==> src/verilog/sccg_cfg.svh <==
// Register offsets, field positions and reset values of the secondary clock gating block.
`ifndef SCCG_CFG_SVH
`define SCCG_CFG_SVH
`define SCCG_OFS_CLK_CTRL   8'ha4
`define SCCG_OFS_SUBSYS_CAP 8'ha8
`define SCCG_OFS_CARD_ID    8'hac
`define SCCG_OFS_EXP_CAP    8'hb0
`define SCCG_SLOT0_LSB      0
`define SCCG_SLOT1_LSB      2
`define SCCG_SLOT2_LSB      4
`define SCCG_SLOT3_LSB      6
`define SCCG_DEV1_BIT       8
`define SCCG_DEV2_BIT       9
`define SCCG_BRIDGE_BIT     10
`define SCCG_STOPPED_BIT    13
`define SCCG_CLKRUN_EN_BIT  14
`define SCCG_CLKRUN_MODE_BIT 15
`define SCCG_CTRL_WR_MASK   32'h0000c7ff
`define SCCG_CTRL_RST       32'h00000000
`define SCCG_SLOT_OFF_CODE  2'h3
`define SCCG_CAP_ID_SUBSYS  8'h0d
`define SCCG_NEXT_DEFAULT   8'hb0
`define SCCG_NEXT_SLOT_ID   8'ha0
`define SCCG_CAP_ID_EXPRESS 8'h10
`define SCCG_PWR_D3         2'h3
`endif

==> src/verilog/sccg_pkg.sv <==
// Types shared by the secondary clock gating block.
package sccg_pkg;
   typedef enum logic [1:0]
   {
      SCCG_RUN      = 2'b00,
      SCCG_STOPPING = 2'b01,
      SCCG_STOPPED  = 2'b10
   } sccg_state_t;
endpackage

==> src/verilog/sccg_clock_gate.sv <==
// Secondary clock gating control with clock-run policy and capability registers.
// Function
// Slot 0 clock stops on code 11.
// Slot 1 clock stops on code 11.
// Slot 2 clock stops on code 11.
// Slot 3 clock stops on code 11.
// Bit 8 stops device 1 clock.
// Bit 9 stops device 2 clock.
// Bit 10 stops bridge feedback clock.
// Enables act in forward bridge mode only.
// Bit 13 reports secondary clock stopped.
// Bit 14 enables clock-run protocol.
// Mode 0 stops clock only in D3hot.
// Mode 1 stops clock when bus idle. The code also needs no primary request pending.
// Reserved control bits read zero.
// Capability identifier 0Dh at A8h.
// Next pointer B0h, or A0h with slot ID.
// Subsystem vendor identifier, read-only, low half.
// Subsystem identifier, read-only, upper half.
// Express capability identifier 10h at B0h.
// Power-state code 11 means D3.
// Reverse mode stores enables without gating.
`timescale 1ns/1ps
`include "sccg_cfg.svh"
`default_nettype none
module sccg_clock_gate
   import sccg_pkg::*;
#(
   parameter logic [15:0] CARD_VENDOR_ID = 16'h0000, // Arbitrary value.
   parameter logic [15:0] CARD_ID        = 16'h0000  // Arbitrary value.
)
(
   // Clock and reset.
   input  wire logic        clk,
   input  wire logic        rst_n,
   // Register port.
   input  wire logic [7:0]  reg_addr,
   input  wire logic [31:0] reg_wdata,
   input  wire logic        reg_wr,
   input  wire logic        reg_rd,
   output logic      [31:0] reg_rdata,
   // Bridge status, all asynchronous to clk.
   input  wire logic        forward_mode,
   input  wire logic [1:0]  power_state,
   input  wire logic        secondary_bus_idle,
   input  wire logic        primary_request_pending,
   input  wire logic        slot_id_enable,
   // Secondary clock source, sampled as an ordinary input.
   input  wire logic        secondary_clock_in,
   // Gated secondary clock outputs.
   output logic             slot0_clock_out,
   output logic             slot1_clock_out,
   output logic             slot2_clock_out,
   output logic             slot3_clock_out,
   output logic             device1_clock_out,
   output logic             device2_clock_out,
   output logic             bridge_feedback_clock_out
);

   // Bit positions of each pin inside the synchroniser vectors.
   localparam int NSYNC     = 7;
   localparam int IX_FWD    = 0;
   localparam int IX_PWR    = 1;
   localparam int IX_IDLE   = 3;
   localparam int IX_PEND   = 4;
   localparam int IX_SLOTID = 5;
   localparam int IX_SCLK   = 6;
   // Number of gated clock outputs.
   localparam int NOUT      = 7;
   // Reset image of the control register, sliced per field below.
   localparam logic [31:0] CTRL_RST = `SCCG_CTRL_RST;

   // Synchroniser input and output vectors.
   logic [NSYNC-1:0] pins_raw;
   logic [NSYNC-1:0] pins_sync;
   // Synchronised status levels.
   logic             fwd_s;
   logic [1:0]       pwr_s;
   logic             d3_s;
   logic             idle_s;
   logic             pend_s;
   logic             slotid_s;
   logic             sclk_s;
   // Stored control fields.
   logic [7:0]       slot_codes_r;
   logic [1:0]       dev_off_r;
   logic             bridge_off_r;
   logic             clkrun_en_r;
   logic             clkrun_mode_r;
   // Clock-run policy.
   logic             ctrl_wr;
   logic             stop_ok;
   logic             stop_req;
   logic             close_all;
   logic             stopped;
   sccg_state_t      state_r;
   // Gating.
   logic [NOUT-1:0]  field_run;
   logic [NOUT-1:0]  gate_nxt;
   logic [NOUT-1:0]  out_vec;
   // Read path.
   logic [31:0]      ctrl_word;
   logic [31:0]      rdata_nxt;

   // A slot field stops its clock only on the one off code; the other three run.
   function automatic logic slot_runs(input logic [1:0] code);
      return code != `SCCG_SLOT_OFF_CODE;
   endfunction

   // Address match of a strobe against one register offset.
   function automatic logic addr_hit
   (
      input logic       strobe,
      input logic [7:0] a,
      input logic [7:0] ofs
   );
      return strobe && (a == ofs);
   endfunction

   // Pins gathered in one vector; each bit gets its own two-flop synchroniser.
   assign pins_raw = {secondary_clock_in, slot_id_enable, primary_request_pending,
                      secondary_bus_idle, power_state, forward_mode};

   for (genvar i = 0; i < NSYNC; i++)
   begin : g_sync
      logic meta_r;
      logic hold_r;

      // Nothing but the second flop reads the first, so no logic sees metastability.
      always_ff @(posedge clk or negedge rst_n)
      begin
         if (!rst_n)
         begin
            meta_r <= 1'b0;
            hold_r <= 1'b0;
         end
         else
         begin
            meta_r <= pins_raw[i];
            hold_r <= meta_r;
         end
      end

      assign pins_sync[i] = hold_r;
   end

   // Named views of the synchronised pins.
   assign fwd_s    = pins_sync[IX_FWD];
   assign pwr_s    = pins_sync[IX_PWR +: 2];
   assign idle_s   = pins_sync[IX_IDLE];
   assign pend_s   = pins_sync[IX_PEND];
   assign slotid_s = pins_sync[IX_SLOTID];
   assign sclk_s   = pins_sync[IX_SCLK];

   // The power bits cross one by one; a move between D0 and D3 can only pass
   // through the unimplemented codes, so a false D3 never shows for a cycle.
   assign d3_s = (pwr_s == `SCCG_PWR_D3);

   // One strobe decode serves every control field below.
   assign ctrl_wr = addr_hit(reg_wr, reg_addr, `SCCG_OFS_CLK_CTRL);

   // Slot clock fields; all four codes are stored, in reverse mode as well.
   always_ff @(posedge clk or negedge rst_n)
   begin
      if (!rst_n)
         slot_codes_r <= CTRL_RST[`SCCG_SLOT0_LSB +: 8];
      else if (ctrl_wr)
         slot_codes_r <= reg_wdata[`SCCG_SLOT0_LSB +: 8];
   end

   // Device clock disable bits.
   always_ff @(posedge clk or negedge rst_n)
   begin
      if (!rst_n)
         dev_off_r <= CTRL_RST[`SCCG_DEV2_BIT:`SCCG_DEV1_BIT];
      else if (ctrl_wr)
         dev_off_r <= reg_wdata[`SCCG_DEV2_BIT:`SCCG_DEV1_BIT];
   end

   // Bridge feedback clock disable bit.
   always_ff @(posedge clk or negedge rst_n)
   begin
      if (!rst_n)
         bridge_off_r <= CTRL_RST[`SCCG_BRIDGE_BIT];
      else if (ctrl_wr)
         bridge_off_r <= reg_wdata[`SCCG_BRIDGE_BIT];
   end

   // Clock-run enable; off after reset, so the secondary clock always starts running.
   always_ff @(posedge clk or negedge rst_n)
   begin
      if (!rst_n)
         clkrun_en_r <= CTRL_RST[`SCCG_CLKRUN_EN_BIT];
      else if (ctrl_wr)
         clkrun_en_r <= reg_wdata[`SCCG_CLKRUN_EN_BIT];
   end

   // Clock-run mode select.
   always_ff @(posedge clk or negedge rst_n)
   begin
      if (!rst_n)
         clkrun_mode_r <= CTRL_RST[`SCCG_CLKRUN_MODE_BIT];
      else if (ctrl_wr)
         clkrun_mode_r <= reg_wdata[`SCCG_CLKRUN_MODE_BIT];
   end

   // Stop condition depends on mode: D3hot only, or idle bus with no primary request.
   always_comb
   begin
      if (clkrun_mode_r)
         stop_ok = idle_s && !pend_s;
      else
         stop_ok = d3_s;
   end

   // A stop is wanted only while the protocol is enabled.
   assign stop_req = clkrun_en_r && stop_ok;

   // Gates close at the very edge that enters the stopped state, so the status bit
   // never reports a stop while an output can still make a pulse.
   assign close_all = (state_r == SCCG_STOPPED) || ((state_r == SCCG_STOPPING) && stop_req);

   // Stop sequencing waits for a low phase so the clock never ends on a runt pulse.
   always_ff @(posedge clk or negedge rst_n)
   begin
      if (!rst_n)
         state_r <= SCCG_RUN;
      else
      begin
         case (state_r)
            SCCG_RUN:
               if (stop_req)
                  state_r <= SCCG_STOPPING;
            SCCG_STOPPING:
               if (!stop_req)
                  state_r <= SCCG_RUN;
               else if (!sclk_s)
                  state_r <= SCCG_STOPPED;
            SCCG_STOPPED:
               if (!stop_req)
                  state_r <= SCCG_RUN;
            default:
               state_r <= SCCG_RUN;
         endcase
      end
   end

   // Status seen by software.
   assign stopped = (state_r == SCCG_STOPPED);

   // Enables from the control fields, before mode and clock-run are applied.
   always_comb
   begin
      field_run[0] = slot_runs(slot_codes_r[`SCCG_SLOT0_LSB +: 2]);
      field_run[1] = slot_runs(slot_codes_r[`SCCG_SLOT1_LSB +: 2]);
      field_run[2] = slot_runs(slot_codes_r[`SCCG_SLOT2_LSB +: 2]);
      field_run[3] = slot_runs(slot_codes_r[`SCCG_SLOT3_LSB +: 2]);
      field_run[4] = !dev_off_r[0];
      field_run[5] = !dev_off_r[1];
      field_run[6] = !bridge_off_r;
   end

   for (genvar i = 0; i < NOUT; i++)
   begin : g_out
      logic gate_r;
      logic pin_r;

      // Reverse mode opens the gate; a clock-run stop closes it in either mode.
      assign gate_nxt[i] = (field_run[i] || !fwd_s) && !close_all;

      // The gate moves only while the sampled clock is low, so no pulse is cut short.
      always_ff @(posedge clk or negedge rst_n)
      begin
         if (!rst_n)
            gate_r <= 1'b1;
         else if (!sclk_s)
            gate_r <= gate_nxt[i];
      end

      // Output flop; a closed gate holds the pin low.
      always_ff @(posedge clk or negedge rst_n)
      begin
         if (!rst_n)
            pin_r <= 1'b0;
         else
            pin_r <= sclk_s & gate_r;
      end

      assign out_vec[i] = pin_r;
   end

   // Output pins straight from the output flops.
   assign slot0_clock_out           = out_vec[0];
   assign slot1_clock_out           = out_vec[1];
   assign slot2_clock_out           = out_vec[2];
   assign slot3_clock_out           = out_vec[3];
   assign device1_clock_out         = out_vec[4];
   assign device2_clock_out         = out_vec[5];
   assign bridge_feedback_clock_out = out_vec[6];

   // Control word as read back; reserved bits stay zero.
   always_comb
   begin
      ctrl_word                                = 32'h00000000;
      ctrl_word[`SCCG_SLOT0_LSB +: 8]          = slot_codes_r;
      ctrl_word[`SCCG_DEV2_BIT:`SCCG_DEV1_BIT] = dev_off_r;
      ctrl_word[`SCCG_BRIDGE_BIT]              = bridge_off_r;
      ctrl_word[`SCCG_STOPPED_BIT]             = stopped;
      ctrl_word[`SCCG_CLKRUN_EN_BIT]           = clkrun_en_r;
      ctrl_word[`SCCG_CLKRUN_MODE_BIT]         = clkrun_mode_r;
   end

   // Read decode; unmapped addresses return zero.
   always_comb
   begin
      rdata_nxt = 32'h00000000;
      case (reg_addr)
         `SCCG_OFS_CLK_CTRL:
         begin
            rdata_nxt = ctrl_word;
         end
         `SCCG_OFS_SUBSYS_CAP:
            rdata_nxt = {16'h0000,
                         slotid_s ? `SCCG_NEXT_SLOT_ID : `SCCG_NEXT_DEFAULT,
                         `SCCG_CAP_ID_SUBSYS};
         `SCCG_OFS_CARD_ID:
            rdata_nxt = {CARD_ID, CARD_VENDOR_ID};
         `SCCG_OFS_EXP_CAP:
            rdata_nxt = {24'h000000, `SCCG_CAP_ID_EXPRESS};
         default:
            rdata_nxt = 32'h00000000;
      endcase
   end

   // Read data stands in the cycle after the strobe only.
   always_ff @(posedge clk or negedge rst_n)
   begin
      if (!rst_n)
         reg_rdata <= 32'h00000000;
      else if (reg_rd)
         reg_rdata <= rdata_nxt;
      else
         reg_rdata <= 32'h00000000;
   end

endmodule // sccg_clock_gate
`default_nettype wire

==> config.mk <==
export PLATFORM = sky130hd
export DESIGN_NAME = sccg_clock_gate
export DESIGN_NICKNAME = d
export VERILOG_FILES = /design/src/verilog/sccg_pkg.sv /design/src/verilog/sccg_clock_gate.sv
export VERILOG_INCLUDE_DIRS = /design/src /design/src/verilog
export SDC_FILE = /design/constraint.sdc
export NUM_CORES = 1
export LEC_CHECK = 0
export BUFFER_PORTS_ARGS = -buffer_cell sky130_fd_sc_hd__buf_2
export CAP_MARGIN = 20
export CORE_MARGIN = 10
export CORE_UTILIZATION = 42
export DETAILED_ROUTE_END_ITERATION = 8
export GPL_TIMING_DRIVEN = 0
export MAX_ROUTING_LAYER = met4
export PLACE_DENSITY = 0.78
export SLEW_MARGIN = 20
export SYNTH_ARGS = -nofsm -noshare
export SYNTH_HDL_FRONTEND = slang
export SYNTH_SLANG_ARGS = --single-unit
==> constraint.sdc <==
create_clock -name clk -period 1.3 [get_ports clk]
set_input_delay 0 -clock clk [delete_from_list [all_inputs] [get_ports clk]]
set_output_delay 0 -clock clk [all_outputs]
set_load 0.1 [all_outputs]
==> results of run 1 <==
final timing paths:
kind	from	end	slack [ns]	cells past startpoint
setup / recovery	g_sync[2].hold_r$_DFF_PN0_	g_out[2].gate_r$_DFFE_PN1N_	0.03	4
hold / removal	reg_addr[2]	reg_rdata[4]$_DFF_PN0_	0.06	4
setup reg to reg	g_sync[2].hold_r$_DFF_PN0_	g_out[2].gate_r$_DFFE_PN1N_	0.03	4
hold reg to reg	g_sync[5].meta_r$_DFF_PN0_	g_sync[5].hold_r$_DFF_PN0_	0.34	0
max in group asynchronous	rst_n	g_sync[6].hold_r$_DFF_PN0_	0.54	2
min in group asynchronous	rst_n	slot_codes_r[6]$_DFFE_PN0P_	0.27	2
per-layer routing:
| layer | vias to the layer above | GRT usage [%] | wire (um) |
|---|---|---|---|
| met5 | - | - | 0 |
| met4 | 0 | 4.63 | 77 |
| met3 | 8 | 5.60 | 337 |
| met2 | 53 | 21.1 | 2580 |
| met1 | 754 | 12.9 | 1980 |
| li1 | 749 | - | - |
flip-flops by register name (all words and copies together) (netlist names), 2 cells and up:
name / count
dev_off_r: 2
g_out.gate_r: 7
g_sync.hold_r: 6
g_sync.meta_r: 7
reg_rdata: 15
slot_codes_r: 8
state_r: 2
metrics by stage:
| step | TNS [ns] | setup WS (ns) | std cells | utilization [%] |
|---|---|---|---|---|
| after floorplan | -0.102 | -0.0256 | 184 | - |
| after global placement | -0.626 | -0.143 | 307 | 51.9 |
| after detailed placement | -1.32 | -0.276 | 307 | 51.9 |
| after CTS | -0.00356 | -0.00356 | 350 | 62.7 |
| after global routing | -0.147 | -0.0408 | 351 | 63.3 |
| final | 0 | 0.0256 | 351 | 63.3 |
cell families (layout without fill, tap and decap cells):
group	Yosys count	after routing
other cells	1	17
simple gates	55	55
compound gates	15	15
flops	58	58
buf+inv	25	122
mux	14	14
power groups by stage:
stage | clock network (mW) | logic [mW] | registers [mW]
5_1_grt | 1.80 | 0.620 | 1.90
3_3_place_gp | 0 | 0.508 | 1.92
2_1_floorplan | 0 | 0.317 | 2.00
3_5_place_dp | 0 | 0.514 | 1.93
4_1_cts | 1.70 | 0.583 | 1.90
6_report | 1.66 | 0.587 | 1.90
placed cells by master, fill, tap and decap left out, types with 7 or more instances in the layout:
cell and count:
and2_1 15, conb_1 17, a21oi_1 9, dfstp_2 7
nand2_1 9, clkbuf_8 11, dfrtp_1 50, buf_2 52
mux2_4 10, dlygate4sd3_1 26, buf_4 19
cell type report:
cell class | instances | share of cell area, %
sequential | 58 | 44.9
multi-input combinational | 101 | 23.9
tap | 70 | 2.69
inverter | 5 | 0.576
clock buffer | 12 | 4.77
timing repair buffer | 81 | 17.1
clock inverter | 4 | 1.54
buffer | 20 | 4.61
tightest hold or removal path, delay by kind of cell:
kind / cells / cell delay, ns
muxes: 1 / 0.14
buffers and inverters: 1 / 0.12
and+or+nand+nor: 2 / 0.10
what timing repair did:
item,CTS,global route
resized for setup,16,3
hold buffers,26,0
hold endpoints to repair,72,0
setup endpoints to repair,4,7
buffers inserted,1,2
pin swaps,5,2
==> impl_metrics.py, run 1 <==
metrics = {
    "synth": {
        "synth-compound-area-share_pct": 4.28,
        "yosys.cell_count.top_type": "dfrtp_1",
        "ys_ff_latch": 58,
        "synth-edff-count": 0,
        "synth_area_per_cell_sq_um": 13.4,
        "synth.area.mux_share_pct": 8.66,
        "syn_inst": 168,
        "yosys.area_share.simple_pct": 14.8,
        "synth_async_sr_flop_share_pct": 100,
        "yosys_warnings": 0,
        "synth_common_cells": "dfrtp_1 (51), buf_4 (17), and2_1 (15)",
        "yosys.area.top_type": "dfrtp_1",
        "synth_area_leaders": "dfrtp_1 (57%), dfstp_2 (8.2%), mux2_4 (6.7%)",
        "netlist_area_sq_um": 2250,
        "ys.flop_type": "dfrtp_1",
        "yosys.area.top_type_share_pct": 56.6,
        "yosysSeqAreaShare_pct": 64.8,
        "synth_adder_area_share_pct": 0,
        "synth_top_family_by_area": "simple AND/OR/NAND/NOR gates",
        "synth-xor-area-share_pct": 0,
        "synth.distinct_cells": 27,
    },
    "clock_tree": {
        "cts_tree": "built",
        "cts-root-buf": "clkbuf_8",
        "clkLatencyLatePin_ns": 0.33,
        "clkSinkCount": 58,
        "cts-htree-levels": 3,
        "clockBufferDepth": 2,
        "cts_buffers": 9,
        "clk_pin_slew_ns": 0.07,
    },
    "power_and_ir_drop": {
        "power_density_nw_per_um2": 1270,
        "p_leak_nw": 1.66,
        "comb_power_share_pct": 14.2,
        "clockPowerShare_pct": 40.0,
        "ir_worst_vdd_v": 0.00121,
        "p_int_mw": 3.03,
        "p_sw_share_pct": 26.9,
        "p_seq_share_pct": 45.8,
        "switchingPower_mw": 1.11,
        "total_power_mw": 4.14,
    },
    "placed_design": {
        "placed_area_sq_um": 2670,
        "place.gp.congestion": 0.810,
        "portBuffers": 53,
        "hpwl_um": 3370,
    },
    "drt": {
        "vias_per_cell": 4.46,
        "first_pass_iters": 4,
        "drt-initial-drc-count": 50,
        "drt_wl_total_um": 4980,
        "vias": 1564,
        "post_drt_wl_per_cell_um": 14.2,
        "drc_errors": 0,
        "antenna_left": 0,
    },
    "finish": {
        "syn_to_final_growth_pct": 44.5,
        "multi_input_area_sq_um": 777,
        "register_area_sq_um": 1460,
        "design_area_sq_um": 3260,
        "drive_gt1_share_pct": 43.4,
        "n_fill_cell": 428,
        "antenna_cells": 0,
        "num-nets-final": 327,
    },
    "worst_setup_path": {
        "cp_num_buf_inv": 1,
        "worstPathMaxFanout": 7,
        "max_stage_delay_ns": 0.37,
        "end_kind": "register",
        "start_kind": "register",
        "cp.required_ns": 1.54,
        "critical_path_class": "register to register",
        "cp_slowest_cell": "dfrtp_1",
        "cp_cell_sequence": "and3b_1 -> o2111a_2 -> buf_12 -> a2111oi_4",
        "crit_family": "compound AO/OA/AOI/OAI gates",
        "arrival_ns": 1.51,
    },
    "sta": {
        "drv_slew": 0,
        "timing.hold.ws_ns": 0.0599,
        "timing.fmax_ghz": 0.785,
        "finalClockSkew_ns": 0.00735,
        "worst-slew-pin-transition_ns": 0.689,
        "rsz0062_at_grt": "true",
        "period_needed_ns": 1.27,
        "hold_viol": 0,
        "slew_headroom_pct": 54.1,
        "setup_violations": 0,
        "period_share_pct": 98.0,
    },
    "die": {
        "die_area_sq_um": 8690,
        "die_h_um": 93.2,
        "io_pins": 90,
        "core_sq_um": 5140,
        "row_count": 26,
        "die_w_um": 93.2,
        "initial_core_util_pct": 43.8,
    },
    "global_route": {
        "grt_pass1_vias": 1766,
        "grt_max_degree": 59,
        "antenna_found_initial": 0,
        "grtUsageTotal_pct": 12.6,
        "grt_pass1_wl_um": 8360,
        "gr-total-overflow": 0,
    },
    "worst_hold_path": {
        "hp-class": "input pin to register",
    },
    "run_status": {
        "status": "completed",
    },
    "flow_run": {
        "maxCapViolCount": 0,
    },
}
(Power assumes the default switching activity.)
==> inputs of run 2 (changes only) <==
--- a/config.mk
+++ b/config.mk
@@ -6,6 +6,7 @@
 export SDC_FILE = /design/constraint.sdc
 export NUM_CORES = 1
 export LEC_CHECK = 0
+export ABC_AREA = 1
 export BUFFER_PORTS_ARGS = -buffer_cell sky130_fd_sc_hd__buf_2
 export CAP_MARGIN = 20
 export CORE_MARGIN = 10
@@ -13,7 +14,7 @@
 export DETAILED_ROUTE_END_ITERATION = 8
 export GPL_TIMING_DRIVEN = 0
 export MAX_ROUTING_LAYER = met4
-export PLACE_DENSITY = 0.78
+export PLACE_DENSITY = 0.77
 export SLEW_MARGIN = 20
 export SYNTH_ARGS = -nofsm -noshare
 export SYNTH_HDL_FRONTEND = slang
==> run 2 against run 1 <==
  * Design area fell by 3.5%
  * Sequential share of layout area rose by 1.6 points
  * Non-clock buffer count fell by 1
  * Sequential cell count did not move
  * Clock power fell by 5%
  * Critical path type unchanged
==> impl_metrics.py, run 2 <==
metrics = {
    "worst_hold_path": {
        "hp-class": "input pin to register",
    },
    "drt": {
        "drt_wl_total_um": 4770,
        "first_pass_iters": 5,
        "drt-initial-drc-count": 97,
        "vias": 1749,
        "antenna_left": 0,
        "vias_per_cell": 4.31,
        "drc_errors": 0,
        "post_drt_wl_per_cell_um": 11.7,
    },
    "power_and_ir_drop": {
        "p_int_mw": 2.97,
        "switchingPower_mw": 1.15,
        "p_sw_share_pct": 27.9,
        "comb_power_share_pct": 15.2,
        "p_seq_share_pct": 46.6,
        "p_leak_nw": 1.71,
        "clockPowerShare_pct": 38.2,
        "ir_worst_vdd_v": 0.000732,
        "power_density_nw_per_um2": 1310,
    },
    "clock_tree": {
        "cts_buffers": 9,
        "cts_tree": "built",
        "clkSinkCount": 58,
        "clockBufferDepth": 2,
        "cts-htree-levels": 3,
        "cts_setup_buffers": 0,
        "cts-root-buf": "clkbuf_8",
        "clkLatencyLatePin_ns": 0.32,
        "clk_pin_slew_ns": 0.06,
    },
    "global_route": {
        "gr-total-overflow": 0,
        "antenna_found_initial": 0,
        "grt_max_degree": 59,
        "grtUsageTotal_pct": 11.9,
        "grt_pass1_wl_um": 8060,
        "grt_pass1_vias": 1779,
    },
    "worst_setup_path": {
        "cp_cell_sequence": "nor2_1 -> nand4_1 -> nand3_1 -> nand2_1",
        "arrival_ns": 1.38,
        "start_kind": "register",
        "critical_path_class": "register to register",
        "end_kind": "register",
        "cp_slowest_cell": "dfrtp_1",
        "cp_num_buf_inv": 0,
        "cp.required_ns": 1.56,
        "max_stage_delay_ns": 0.39,
        "worstPathMaxFanout": 7,
        "crit_family": "simple AND/OR/NAND/NOR gates",
    },
    "placed_design": {
        "place.gp.congestion": 0.872,
        "place_ws_ns": 0.191,
        "dpl.cell_count": 366,
        "portBuffers": 53,
        "hpwl_um": 3480,
    },
    "sta": {
        "slew_headroom_pct": 55.7,
        "finalClockSkew_ns": 0.00560,
        "worst-slew-pin-transition_ns": 0.664,
        "period_share_pct": 86.3,
        "rsz0062_at_grt": "false",
        "timing.fmax_ghz": 0.891,
        "finalSetupTns_ns": 0,
        "worst_slack_ns": 0.178,
        "setup_violations": 0,
        "drv_slew": 0,
        "hold_viol": 0,
        "period_needed_ns": 1.12,
    },
    "synth": {
        "synth_area_leaders": "dfrtp_1 (56%), nand2_1 (8.9%), dfstp_2 (8.0%)",
        "synth.area.mux_share_pct": 0,
        "yosys.area_share.simple_pct": 20.8,
        "netlist_area_sq_um": 2290,
        "ys_ff_latch": 58,
        "synth-edff-count": 0,
        "synth.distinct_cells": 18,
        "synth_async_sr_flop_share_pct": 100,
        "synth_common_cells": "nand2_1 (54), dfrtp_1 (51), inv_1 (32)",
        "synth-xor-area-share_pct": 0,
        "synth_area_per_cell_sq_um": 10.1,
        "yosysSeqAreaShare_pct": 63.8,
        "synth-compound-area-share_pct": 2.52,
        "syn_inst": 227,
        "synth_adder_area_share_pct": 0,
        "yosys_warnings": 0,
        "yosys.cell_count.top_type": "nand2_1",
        "synth_top_family_by_area": "simple AND/OR/NAND/NOR gates",
        "ys.flop_type": "dfrtp_1",
        "yosys.area.top_type_share_pct": 55.8,
        "yosys.area.top_type": "dfrtp_1",
    },
    "die": {
        "initial_core_util_pct": 44.0,
        "die_h_um": 93.8,
        "die_area_sq_um": 8800,
        "io_pins": 90,
        "row_count": 26,
        "core_sq_um": 5200,
        "die_w_um": 93.8,
    },
    "finish": {
        "num-nets-final": 382,
        "antenna_cells": 0,
        "mostFrequentLayoutCells": "nand2_1 (54), buf_2 (54), dfrtp_1 (51), inv_1 (32), dlygate4sd3_1 (24)",
        "fin_cells": 406,
        "drive_gt1_share_pct": 31.0,
        "top_register": "reg_rdata",
        "largest_reg_flops": 15,
        "syn_to_final_growth_pct": 37.2,
        "top_regs": "reg_rdata x15, slot_codes_r x8",
    },
    "run_status": {
        "status": "completed",
    },
    "flow_run": {
        "maxCapViolCount": 0,
    },
}
## run 2: stage by stage
stage / area, sq um / utilization, % / hold WS (ns) / power, mW
CTS: 3140 / 60.3 / 0.00556 / 4.16
floorplan: 2350 / - / -0.296 / 2.40
detailed placement: 2700 / 51.9 / 0.0824 / 2.53
global route: 3140 / 60.3 / 0.00616 / 4.32
finish: 3140 / 60.3 / 0.0168 / 4.12
global placement: 2700 / 51.9 / 0.108 / 2.52
## run 2: worst min-delay path: stages
cell     delay [ns]
buf_2          0.12
nand4_1        0.12
o21ai_2        0.06
## run 2: cells by family after synthesis
logic type             count (synthesis)
AND/OR/NAND/NOR                      103
flip-flops                            58
AO/OA/AOI/OAI                         10
buffers and inverters                 55
other                                  1
## run 2: path summary, 6_finish.rpt
| check | startpoint | slack (ns) | end | depth (start not counted) |
|---|---|---|---|---|
| hold / removal | reg_rd | 0.02 | reg_rdata[4]$_DFF_PN0_ | 3 |
| hold reg to reg | g_sync[4].meta_r$_DFF_PN0_ | 0.35 | g_sync[4].hold_r$_DFF_PN0_ | 0 |
| setup / recovery | state_r[1]$_DFFE_PN0P_ | 0.18 | g_out[3].gate_r$_DFFE_PN1N_ | 4 |
| min in group asynchronous | rst_n | 0.26 | g_sync[5].hold_r$_DFF_PN0_ | 2 |
| setup reg to reg | state_r[1]$_DFFE_PN0P_ | 0.18 | g_out[3].gate_r$_DFFE_PN1N_ | 4 |
| max in group asynchronous | rst_n | 0.61 | device1_clock_out$_DFF_PN0_ | 2 |
## run 2: repair_timing
action,4_1_cts,5_1_grt
hold endpoints to repair,71,0
endpoints found under the setup margin,0,0
resized for setup,0,0
hold buffers,24,0
## run 2: power by group through the flow
stage                     clock (mW)  sequential (mW)  combinational, mW
final                           1.58             1.92              0.627
after global routing            1.72             1.93              0.673
after CTS                       1.61             1.92              0.627
after detailed placement           0             1.95              0.576
after global placement             0             1.95              0.568
after floorplan                    0             2.06              0.341
## run 2: final cells by class
class	instances	area [sq um]
plain buffers	23	171
clock buffers	11	141
clock inverters	5	55.1
fillers	438	2060
inverters	32	120
multi-input cells	130	597
flip-flops and latches	58	1460
well taps	70	87.6
repair buffers	77	508
## run 2: routing by layer
layer	GRT usage (%)	vias up	share of wire (%)
li1	-	884	-
met1	13.8	792	42
met2	17.5	66	47
met3	4.40	7	8.6
met4	6.71	0	2.0
met5	-	-	0
==> inputs of run 3 (changes only) <==
--- a/config.mk
+++ b/config.mk
@@ -15,6 +15,7 @@
 export GPL_TIMING_DRIVEN = 0
 export MAX_ROUTING_LAYER = met4
 export PLACE_DENSITY = 0.77
+export RECOVER_POWER = 25
 export SLEW_MARGIN = 20
 export SYNTH_ARGS = -nofsm -noshare
 export SYNTH_HDL_FRONTEND = slang
==> run 3 against run 2 <==
  * Die area stayed put
  * Worst setup slack worse by 0.0065 ns
  * Cell count unchanged
  * First-iteration DRC count up 11%
  * Sequential power about the same
  * Wire length up 0.69%
  * Sequential cell count did not move
  * Via count is 0.34% lower
  * Combinational power shrank 0.6%
  * Power about the same
  * Clock skew rose by 0.00057 ns
  * Critical path type unchanged
  * Critical endpoint unchanged
  * Largest power group unchanged
==> impl_metrics.py, run 3 (synthesis gave the netlist of run 2 again) <==
metrics = {
    "finish": {
        "drive_gt1_share_pct": 29.2,
        "syn_to_final_growth_pct": 35.9,
        "design_area_sq_um": 3110,
        "multi_input_area_sq_um": 576,
        "top_regs": "reg_rdata x15, slot_codes_r x8",
        "largest_reg_flops": 15,
        "num-nets-final": 382,
        "antenna_cells": 0,
        "top_register": "reg_rdata",
        "register_area_sq_um": 1460,
        "mostFrequentLayoutCells": "nand2_1 (54), buf_2 (53), dfrtp_1 (51), inv_1 (32), dlygate4sd3_1 (24)",
        "n_fill_cell": 446,
        "layout_commonest_cell": "nand2_1",
        "utilization_pct": 59.8,
    },
    "worst_setup_path": {
        "arrival_ns": 1.39,
        "critical_path_class": "register to register",
        "start_kind": "register",
        "rrSetupSlack_ns": 0.17,
        "ff2ff_path_depth": 4,
        "cp_cell_sequence": "nor2_1 -> nand4_1 -> nand3_1 -> nand2_1",
        "cp.required_ns": 1.56,
        "end_kind": "register",
        "worstPathMaxFanout": 7,
        "max_stage_delay_ns": 0.39,
        "rr_endpoint": "g_out[3].gate_r$_DFFE_PN1N_",
        "reg2reg_from": "state_r[1]$_DFFE_PN0P_",
        "cp_slowest_cell": "dfrtp_1",
    },
    "clock_tree": {
        "clk_pin_slew_ns": 0.06,
        "clkLatencyLatePin_ns": 0.32,
        "cts_tree": "built",
        "cts_buffers": 9,
        "cts-root-buf": "clkbuf_8",
        "clockBufferDepth": 2,
        "cts-htree-levels": 3,
        "clkSinkCount": 58,
    },
    "drt": {
        "drt_wl_total_um": 4800,
        "drt-initial-drc-count": 108,
        "vias_per_cell": 4.29,
        "antenna_left": 0,
        "first_pass_iters": 4,
        "post_drt_wl_per_cell_um": 11.8,
        "drc_errors": 0,
        "vias": 1743,
    },
    "sta": {
        "hold_viol": 0,
        "finalClockSkew_ns": 0.00618,
        "timing.hold.ws_ns": 0.0367,
        "drv_slew": 0,
        "worst-slew-pin-transition_ns": 0.670,
        "slew_headroom_pct": 55.3,
        "period_needed_ns": 1.13,
        "period_share_pct": 86.8,
        "setup_violations": 0,
        "timing.fmax_ghz": 0.886,
        "finalSetupTns_ns": 0,
        "rsz0062_at_grt": "false",
    },
    "worst_hold_path": {
        "hp-start": "reg_rd",
        "hp-class": "input pin to register",
        "min_to": "reg_rdata[4]$_DFF_PN0_",
        "whs_path_depth": 3,
    },
    "global_route": {
        "antenna_found_initial": 0,
        "grt_max_degree": 59,
        "grtUsageTotal_pct": 11.9,
        "grt_pass1_wl_um": 8060,
        "grt_pass1_vias": 1779,
        "gr-total-overflow": 0,
    },
    "power_and_ir_drop": {
        "p_leak_nw": 1.70,
        "comb_power_share_pct": 15.1,
        "ir_worst_vdd_v": 0.000732,
        "p_seq_share_pct": 46.6,
        "power_density_nw_per_um2": 1320,
        "switchingPower_mw": 1.15,
        "p_int_mw": 2.97,
        "clockPowerShare_pct": 38.2,
        "p_sw_share_pct": 27.9,
    },
    "placed_design": {
        "placed_area_sq_um": 2700,
        "portBuffers": 53,
        "place.gp.congestion": 0.872,
        "hpwl_um": 3480,
    },
    "die": {
        "die_area_sq_um": 8800,
        "die_h_um": 93.8,
        "die_w_um": 93.8,
        "initial_core_util_pct": 44.0,
        "core_sq_um": 5200,
        "row_count": 26,
        "io_pins": 90,
    },
    "flow_run": {
        "maxCapViolCount": 0,
    },
    "run_status": {
        "status": "completed",
    },
}
-- run 3: cell count changes in the layout (fill, tap and decap cells not counted), sizes merged --
cell / before / now
buf: 75 / 73
clkbuf: 12 / 14
-- run 3: routing by layer --
metal  track usage (%)  wire [um]  share of wire (%)  up-vias
met3              4.40        423                8.8        7
met1              13.8       2050                 43      780
met4              6.71         94                2.0        0
li1                  -          -                  -      882
met5                 -          0                  0        -
met2              17.5       2230                 46       74
-- run 3: worst max path at each step --
stage	from	endpoint
floorplan	state_r[1]$_DFFE_PN0P_	g_out[0].gate_r$_DFFE_PN1N_
global placement	state_r[1]$_DFFE_PN0P_	g_out[0].gate_r$_DFFE_PN1N_
detailed placement	state_r[1]$_DFFE_PN0P_	g_out[0].gate_r$_DFFE_PN1N_
CTS	state_r[1]$_DFFE_PN0P_	g_out[0].gate_r$_DFFE_PN1N_
global route	g_sync[4].hold_r$_DFF_PN0_	g_out[5].gate_r$_DFFE_PN1N_
finish	state_r[1]$_DFFE_PN0P_	g_out[3].gate_r$_DFFE_PN1N_
-- run 3: power by group through the flow --
stage | sequential (mW) | clock (mW) | combinational (mW)
finish | 1.92 | 1.58 | 0.623
global route | 1.93 | 1.72 | 0.668
CTS | 1.92 | 1.61 | 0.627
detailed placement | 1.95 | 0 | 0.576
global placement | 1.95 | 0 | 0.568
floorplan | 2.06 | 0 | 0.341
-- run 3: repair_timing --
item                                   in CTS  in global routing
hold buffers                               24                  0
endpoints found under the hold margin      71                  0
setup buffers                               0                  0
gates resized for setup                     0                  0
-- run 3: final cells by class --
class | instances | area share, %
tap | 70 | 2.82
clock buffer | 11 | 4.55
multi-input combinational | 130 | 18.5
buffer | 23 | 5.23
sequential | 58 | 46.9
clock inverter | 5 | 1.77
timing repair buffer | 77 | 16.3
inverter | 32 | 3.86
-- run 3: through the flow --
step,power (mW),setup WS (ns),cells
floorplan,2.40,0.352,243
detailed placement,2.53,0.191,366
finish,4.12,0.171,406
global route,4.31,0.0732,406
CTS,4.16,0.176,406
global placement,2.52,0.214,366
-- run 3: worst max-delay path: cells and delay by family, from the launching register on --
family / cells / cell delay [ns]
flops: 1 / 0.39
simple gates: 4 / 0.67
